<file path="config.mk">
export PLATFORM = sky130hd
export DESIGN_NAME = dsml_switch_core
export DESIGN_NICKNAME = d
export VERILOG_FILES = /design/src/core/dsml_pkg.sv /design/src/core/dsml_switch_core.sv
export VERILOG_INCLUDE_DIRS = /design/src /design/src/core
export SDC_FILE = /design/constraint.sdc
export NUM_CORES = 1
export LEC_CHECK = 0
export ABC_CLOCK_PERIOD_IN_PS = 2800
export BUFFER_PORTS_ARGS = -buffer_cell sky130_fd_sc_hd__buf_4
export CAP_MARGIN = 20
export CORE_MARGIN = 2
export CORE_UTILIZATION = 57
export CTS_CLUSTER_DIAMETER = 80
export CTS_CLUSTER_SIZE = 14
export DETAILED_ROUTE_END_ITERATION = 12
export PLACE_DENSITY = 0.78
export SYNTH_ARGS = -nofsm -noshare
export SYNTH_HDL_FRONTEND = slang
export SYNTH_SLANG_ARGS = --single-unit
</file>
<file path="constraint.sdc">
create_clock -name clk -period 2.8 [get_ports clk]
set_input_delay 0.14 -clock clk [delete_from_list [all_inputs] [get_ports clk]]
set_output_delay 0.14 -clock clk [all_outputs]
set_load 0.01 [all_outputs]
</file>
<file path="src/core/dsml_defs.svh">
/*
 Constants of the switch-mode logic: serial frame layout, address map,
 mode codes and reset values. Assumes inclusion by bare name.
*/
`ifndef DSML_DEFS_SVH
`define DSML_DEFS_SVH
// Serial frame: 8 command bits then 16 data bits
`define DSML_CMD_LAST   5'h07
`define DSML_FRAME_LAST 5'h17
`define DSML_FRAME_DONE 5'h18
// Command byte: bit 7 write, bits 5:0 address
`define DSML_CMD_WR_BIT 7
// Address map
`define DSML_NV_WORDS   61
`define DSML_ADDR_INIT  6'h3d
`define DSML_ADDR_MODE  6'h3e
`define DSML_ADDR_RB    6'h3f
// Mode codes of the one-sided and buffer modes
`define DSML_M_A0_BZ    4'h4
`define DSML_M_A_FOLLOW 4'h5
`define DSML_M_A_INV    4'h6
`define DSML_M_A1_BZ    4'h7
`define DSML_M_AZ_B0    4'h8
`define DSML_M_B_FOLLOW 4'h9
`define DSML_M_B_INV    4'ha
`define DSML_M_AZ_B1    4'hb
// Reset values
`define DSML_MODE_RST   16'h0000
`define DSML_OEN_RST    8'hff
`endif

</file>
<file path="src/core/dsml_pkg.sv">
/*
 Types of the switch-mode logic.
 Assumes nothing of its surroundings.
*/
package dsml_pkg;
    // Boot copies the initial setting, run lets the switches act
    typedef enum logic {
        PH_BOOT,
        PH_RUN
    } dsml_phase_t;
endpackage

</file>
<file path="src/core/dsml_switch_core.sv">
/*
 Switch-mode logic: serial slave, general nonvolatile words, initial
 setting word, volatile mode register, four two-pin switches, readback.
 Assumes a host drives sel/sclk/sdi slowly against clk (each sclk level
 lasts at least three clk cycles); pins resolved by the testbench.
*/
`timescale 1ns/100ps
`include "dsml_defs.svh"

// Notes on behaviour
// - Four switches, two pins each, set separately.
// - Four code bits pick one of fourteen modes.
// - Mode register is sixteen bits, all switches.
// - Mode register volatile, written instantly, no wear.
// - Power-up copies initial setting into mode register.
// - Codes 0-3: A drives bit1, B drives bit0.
// - Code 4 A=0, code 7 A=1; B floats.
// - Code 8 B=0, code 11 B=1; A floats.
// - Codes 5,6,9,10 buffer or invert between pins.
// - Codes 12/13 analog open, 14/15 closed; bit0 ignored.
// - Readback register samples pin levels.
// - Closed analog pins read invalid; others work.
// - Processor reaches registers via four-wire serial (sel, sclk, sdi, sdo).
// - Sixty-one general sixteen-bit nonvolatile words.
module dsml_switch_core (
    input  wire logic        clk,
    input  wire logic        rst,
    input  wire logic        sel,        // Serial select, high active
    input  wire logic        sclk,       // Serial clock from host
    input  wire logic        sdi,        // Serial data in
    output logic             sdo,        // Serial data out
    input  wire logic [7:0]  pin_in,     // Pin levels, 2i=A 2i+1=B
    output logic      [7:0]  pin_out,    // Pin drive values
    output logic      [7:0]  pin_oe_n,   // Low while a pin is driven
    output logic      [3:0]  ana_close   // Analog path closed per switch
);
    // Pin and serial synchronisers
    logic [7:0]  pin_m;                  // First stage, read only by pin_s
    logic [7:0]  pin_s;                  // Synchronised pins
    logic [2:0]  ser_m;                  // First stage of sel/sclk/sdi
    logic [2:0]  ser_s;                  // Synchronised sel/sclk/sdi
    logic        sclk_d;                 // Previous sclk for edges
    // Serial frame state
    logic [4:0]  cnt;                    // Bits taken in this frame
    logic [15:0] shin;                   // Input shift register
    logic [15:0] shout;                  // Output shift register
    logic [7:0]  cmd;                    // Captured command byte
    logic [4:0]  next_cnt;
    logic [15:0] next_shin;
    logic [15:0] next_shout;
    logic [7:0]  next_cmd;
    // Storage
    logic [15:0] nv_mem [0:`DSML_NV_WORDS-1];  // General words
    logic [15:0] init_set;               // Initial switch setting word
    logic [15:0] mode;                   // Volatile mode register
    logic [15:0] next_mode;
    logic [15:0] rb;                     // Readback register
    logic [15:0] next_rb;
    dsml_pkg::dsml_phase_t phase;        // Boot or run
    dsml_pkg::dsml_phase_t next_phase;
    // Decoded serial events
    logic        rise;                   // Synchronised sclk rising
    logic        cmd_done;               // Command byte complete
    logic        wr_go;                  // Write word complete
    logic [15:0] wr_data;                // Word being written
    logic [5:0]  rd_addr;                // Address of the new command
    logic [15:0] rd_word;                // Word to shift out
    // Per-switch next pin values
    logic [7:0]  next_out;
    logic [7:0]  next_oe_n;
    logic [3:0]  next_close;

    // Two flops on every outside input
    always_ff @(posedge clk or posedge rst) begin
        if (rst) begin
            pin_m  <= 8'h00;
            pin_s  <= 8'h00;
            ser_m  <= 3'h0;
            ser_s  <= 3'h0;
            sclk_d <= 1'b0;
        end else begin
            pin_m  <= pin_in;
            pin_s  <= pin_m;
            ser_m  <= {sel, sclk, sdi};
            ser_s  <= ser_m;
            sclk_d <= ser_s[1];
        end
    end

    // Serial event decode, shifting on sclk rising
    assign rise     = ser_s[2] && ser_s[1] && !sclk_d;
    assign cmd_done = rise && (cnt == `DSML_CMD_LAST);
    assign rd_addr  = {shin[4:0], ser_s[0]};
    assign wr_data  = {shin[14:0], ser_s[0]};
    assign wr_go    = rise && (cnt == `DSML_FRAME_LAST)
                      && cmd[`DSML_CMD_WR_BIT];

    // Read mux over the address map
    always_comb begin
        if (rd_addr < 6'(`DSML_NV_WORDS)) begin
            rd_word = nv_mem[rd_addr];
        end else if (rd_addr == `DSML_ADDR_INIT) begin
            rd_word = init_set;
        end else if (rd_addr == `DSML_ADDR_MODE) begin
            rd_word = mode;
        end else begin
            rd_word = rb;
        end
    end

    // Serial slave next state: frames end when sel drops
    always_comb begin
        next_cnt   = cnt;
        next_shin  = shin;
        next_shout = shout;
        next_cmd   = cmd;
        if (!ser_s[2]) begin
            next_cnt = 5'h00;
        end else if (rise) begin
            next_shin  = wr_data;
            next_shout = {shout[14:0], 1'b0};
            if (cnt != `DSML_FRAME_DONE) begin
                next_cnt = cnt + 5'h01;
            end
            if (cmd_done) begin
                next_cmd   = {shin[6:0], ser_s[0]};
                next_shout = rd_word;
            end
        end
    end

    always_ff @(posedge clk or posedge rst) begin
        if (rst) begin
            cnt   <= 5'h00;
            shin  <= 16'h0000;
            shout <= 16'h0000;
            cmd   <= 8'h00;
            sdo   <= 1'b0;
        end else begin
            cnt   <= next_cnt;
            shin  <= next_shin;
            shout <= next_shout;
            cmd   <= next_cmd;
            sdo   <= next_shout[15];
        end
    end

    // Nonvolatile words: no reset, they survive rst like EEPROM cells
    always_ff @(posedge clk) begin
        if (wr_go && cmd[5:0] < 6'(`DSML_NV_WORDS)) begin
            nv_mem[cmd[5:0]] <= wr_data;
        end
        if (wr_go && cmd[5:0] == `DSML_ADDR_INIT) begin
            init_set <= wr_data;
        end
    end

    // Mode register: boot copy, then instant serial writes
    always_comb begin
        next_mode  = mode;
        next_phase = dsml_pkg::PH_RUN;
        unique case (phase)
            dsml_pkg::PH_BOOT: begin
                next_mode = init_set;
            end
            dsml_pkg::PH_RUN: begin
                if (wr_go && cmd[5:0] == `DSML_ADDR_MODE) begin
                    next_mode = wr_data;
                end
            end
        endcase
    end

    always_ff @(posedge clk or posedge rst) begin
        if (rst) begin
            mode  <= `DSML_MODE_RST;
            phase <= dsml_pkg::PH_BOOT;
        end else begin
            mode  <= next_mode;
            phase <= next_phase;
        end
    end

    // Per-switch mode decode; nibble i, A=pin 2i, B=pin 2i+1
    for (genvar i = 0; i < 4; i++) begin : g_sw
        logic [3:0] c;                                // Nibble of switch i
        logic       a_in;
        logic       b_in;
        assign c    = mode[4*i +: 4];
        assign a_in = pin_s[2*i];
        assign b_in = pin_s[2*i+1];
        always_comb begin
            next_out[2*i]    = 1'b0;
            next_out[2*i+1]  = 1'b0;
            next_oe_n[2*i]   = 1'b1;
            next_oe_n[2*i+1] = 1'b1;
            next_close[i]    = 1'b0;
            // Held floating until the boot copy is in place
            if (phase == dsml_pkg::PH_RUN) begin
                unique case (c[3:2])
                    2'h0: begin
                        next_out[2*i]    = c[1];
                        next_out[2*i+1]  = c[0];
                        next_oe_n[2*i]   = 1'b0;
                        next_oe_n[2*i+1] = 1'b0;
                    end
                    2'h1: begin
                        next_oe_n[2*i] = 1'b0;
                        unique case (c)
                            `DSML_M_A0_BZ:    next_out[2*i] = 1'b0;
                            `DSML_M_A_FOLLOW: next_out[2*i] = b_in;
                            `DSML_M_A_INV:    next_out[2*i] = !b_in;
                            default:          next_out[2*i] = 1'b1;
                        endcase
                    end
                    2'h2: begin
                        next_oe_n[2*i+1] = 1'b0;
                        unique case (c)
                            `DSML_M_AZ_B0:    next_out[2*i+1] = 1'b0;
                            `DSML_M_B_FOLLOW: next_out[2*i+1] = a_in;
                            `DSML_M_B_INV:    next_out[2*i+1] = !a_in;
                            default:          next_out[2*i+1] = 1'b1;
                        endcase
                    end
                    2'h3: begin
                        next_close[i] = c[1];
                    end
                endcase
            end
            // Closed analog pins are not valid inputs
            next_rb[2*i +: 2] = next_close[i] ? 2'h0 : pin_s[2*i +: 2];
        end
    end
    assign next_rb[15:8] = 8'h00;

    // Pin drivers and readback, registered
    always_ff @(posedge clk or posedge rst) begin
        if (rst) begin
            pin_out   <= 8'h00;
            pin_oe_n  <= `DSML_OEN_RST;
            ana_close <= 4'h0;
            rb        <= 16'h0000;
        end else begin
            pin_out   <= next_out;
            pin_oe_n  <= next_oe_n;
            ana_close <= next_close;
            rb        <= next_rb;
        end
    end
endmodule // dsml_switch_core

</file>
==> flow_summary_export.csv <==
group,metric,value,unit
worst_setup_path,critPathBufInv,1,
logic_synthesis,synth_seq_cells,1103,
detailed_routing,drc,0,
final_layout,stdcell_count,3474,
logic_synthesis,synth.yosys.seq_area_share,75.7,%
clocking,cts_tree,"yes",
logic_synthesis,synthCells,2241,
logic_synthesis,yosys-top-cells-count,"edfxtp_1 (992), mux4_2 (197), mux2i_1 (151)",
logic_synthesis,synth_warnings,0,
global_route,grt_pass1_vias,23000,
worst_setup_path,r2r-start,"shin[2]",
worst_setup_path,arrival,3.37,ns
timing,fin_skew,0.0439,ns
clocking,cts.sinks,1103,
floorplan,die_height,279,um
logic_synthesis,syn_area,43000,um^2
global_route,grt_util_met3,5.25,%
worst_setup_path,criticalPathCategory,"reg2reg",
status,status,"complete, but fails checks",
detailed_routing,wl_per_cell,30.8,um
place,finalWeightedCongestion,0.949,
global_route,grt_use_met1,38.8,%
logic_synthesis,synth-main-ff-cell,"edfxtp_1",
worst_setup_path,cpPeakStageDelay,0.70,ns
timing,worst_pin_slew,0.884,ns
power_and_ir_drop,power_density,690,nW/um^2
global_route,grt_use_met2,43.9,%
worst_hold_path,hold_class,"in2reg",
floorplan,rows,100,
final_layout,area.sequential,32600,um^2
final_layout,syn2layout_area_growth,13.5,%
place,dpl_cell_area,46200,um^2
global_route,grt_usage,27.8,%
place,preCtsSetupSlack,-0.0644,ns
clocking,cts_inserted_buffers,88,
detailed_routing,ant_nets,0,
final_layout,fin_area,48800,um^2
worst_setup_path,crit_path_max_fanout,19,
global_route,grt.busiest_layer,"met2",
power_and_ir_drop,totalPowerFinal,33.7,mW
final_layout,finish.utilization,65.5,%
timing,slew_headroom,40.3,%
timing,fin_tns_setup,-0.0114,ns
global_route,overflow,0,
worst_setup_path,crit_chain,"or2_2, nor2_1, nand3_1, nand2_1, a2111oi_2, buf_4, nor4_1",
logic_synthesis,synth.area.top_cells,"edfxtp_1 (69%), mux4_2 (10%), dfrtp_1 (6.0%), mux2i_1 (3.5%), nand2_1 (1.1%)",
clocking,clock-root-buffer,"clkbuf_16",
job,maxCapViolations,0,
detailed_routing,wl,107000,um
final_layout,final.fill_count,4669,
clocking,htree_num_levels,3,
global_route,grt_pass1_wl,156000,um
status,violations,"negative setup slack",
final_layout,fin_nets,2483,
timing,fmax,356,MHz
timing,holdWs,0.146,ns
global_route,antenna_found_initial,5,
worst_setup_path,rr_worst_depth,7,
logic_synthesis,synth_cell_types,59,
timing,hold_viol_final,0,
detailed_routing,drtPass1Iterations,6,
detailed_routing,drt_iter0_markers,3225,
final_layout,drive_above_1_share,23.7,%
floorplan,die-area,77700,um^2
place,port_buffers,33,
clocking,clk_path_buf_depth,3,
worst_setup_path,rr_endpoint,"shout[15]",
power_and_ir_drop,p_leak,16.5,nW
clocking,clkLatencyLatePin,0.65,ns
floorplan,core,74600,um^2
detailed_routing,via_per_inst,6.62,
timing,maxSlewViolCount,0,
worst_hold_path,hp-start,"sclk",
floorplan,pin_count,34,
place,dp_cells,3331,
worst_setup_path,slowest_stage,"dfrtp_4",
final_layout,multi_input_area,9650,um^2
floorplan,die_x,279,um
logic_synthesis,synth_fp_nets,2256,
timing,fin_crit_sh,100,%
worst_setup_path,required,3.36,ns
worst_setup_path,worst_setup_path_start_kind,"register",
detailed_routing,vias,23000,
worst_setup_path,end_kind,"register",
logic_synthesis,synth_top_area_share,69.3,%
worst_hold_path,hold_path_depth,2,
worst_hold_path,min_to,"ser_m[1]",
logic_synthesis,synth_top_area_cell,"edfxtp_1",
logic_synthesis,avgSynthCellArea,19.2,um^2
logic_synthesis,synth.most_common_cell,"edfxtp_1",
floorplan,start_util,57.7,%
power_and_ir_drop,ir_worst_vdd,482,uV
global_route,grt_max_degree,66,
worst_setup_path,path_delay_family,"simple AND/OR/NAND/NOR gates",
timing,finalSetupViolations,1,
logic_synthesis,synth_edf_count,992,
timing,finalCriticalPeriod,2.81,ns
timing,fin_ws,-0.0114,ns
worst_setup_path,r2r_slack,-0.01,ns
clocking,clk_pin_slew_worst_paths,0.07,ns
logic_synthesis,async_reset_ff_share,10.1,%
place,hpwlAfterDp,64900,um
==> worst register-to-register path, delay by kind of cell (launching register included) <==
family	cells	cell delay [ns]
DFF	1	0.70
AOI/OAI and AO/OA	1	0.11
and+or+nand+nor	5	1.76
buffers and inverters	1	0.16
==> worst max path at each step <==
stage	start	end	slack, ns	depth (start not counted)
4_1_cts	cnt[0]	nv_mem[56][1]	0.01	7
3_3_place_gp	ser_s[0]	shout[13]	-0.06	7
5_1_grt	shin[2]	shout[15]	-0.06	7
2_1_floorplan	cnt[0]	init_set[0]	0.11	5
3_5_place_dp	ser_s[0]	shout[13]	-0.06	7
6_report	shin[2]	shout[15]	-0.01	7
==> final cells by class <==
cell class,count,area share [%]
inverters,21,0.169
well taps,969,2.48
repair buffers,260,5.94
multi-input cells,994,19.8
flip-flops and latches,1103,66.8
clock buffers,124,4.83
clock inverters,1,0.0103
diodes,2,0.0103
==> where the power goes <==
group / switching (mW) / internal (mW) / leakage [nW] / total [mW]
logic: 2.43 / 1.32 / 4.78 / 3.75
registers: 0.368 / 18.4 / 10.5 / 18.8
clock network: 5.33 / 5.78 / 1.14 / 11.1
==> sequential cells by signal, indices dropped and copies added (netlist names), 4 cells and up <==
signal and count:
shout 16, ana_close 4, pin_s 8, cnt 5, rb 8, init_set 16
pin_m 8, nv_mem 976, pin_out 8, shin 15, cmd 7, pin_oe_n 8
mode 16
==> cells in the final DEF, fill, tap and decap left out, drive strengths merged, types with 22 or more instances in the layout <==
cell / instances
dfrtp: 103
clkbuf: 124
edfxtp: 992
buf: 248
nand2: 130
nand3: 31
a21oi: 57
a22oi: 27
mux2i: 151
o21ai: 39
mux4: 201
nor2: 114
nand4: 22
==> repair_timing <==
action | CTS | global route
resized for setup | 2 | 18
endpoints found under the hold margin | 41 | 0
setup endpoints to repair | 15 | 495
setup buffers | 4 | 0
hold buffers | 12 | 0
==> kinds of logic (layout without fill, tap and decap cells) <==
family,count (synthesis),after routing,synth area share [%]
xor gates and xnor gates,4,4,0.0815
other,1,3,0.00872
muxes,361,361,14.3
AOI/OAI and AO/OA,223,223,3.39
and+or+nand+nor,403,403,4.39
buffers and inverters,144,406,2.02
adders and majority gates,2,2,0.0582
DFF,1103,1103,75.7
==> routing by layer <==
metal  routed length, um  vias to the layer above
met2               51600                     1470
li1                    -                     9439
met4                4380                        0
met5                   0                        -
met1               39600                    11900
met3               11300                      242
Power figures use the tool's default switching activity.
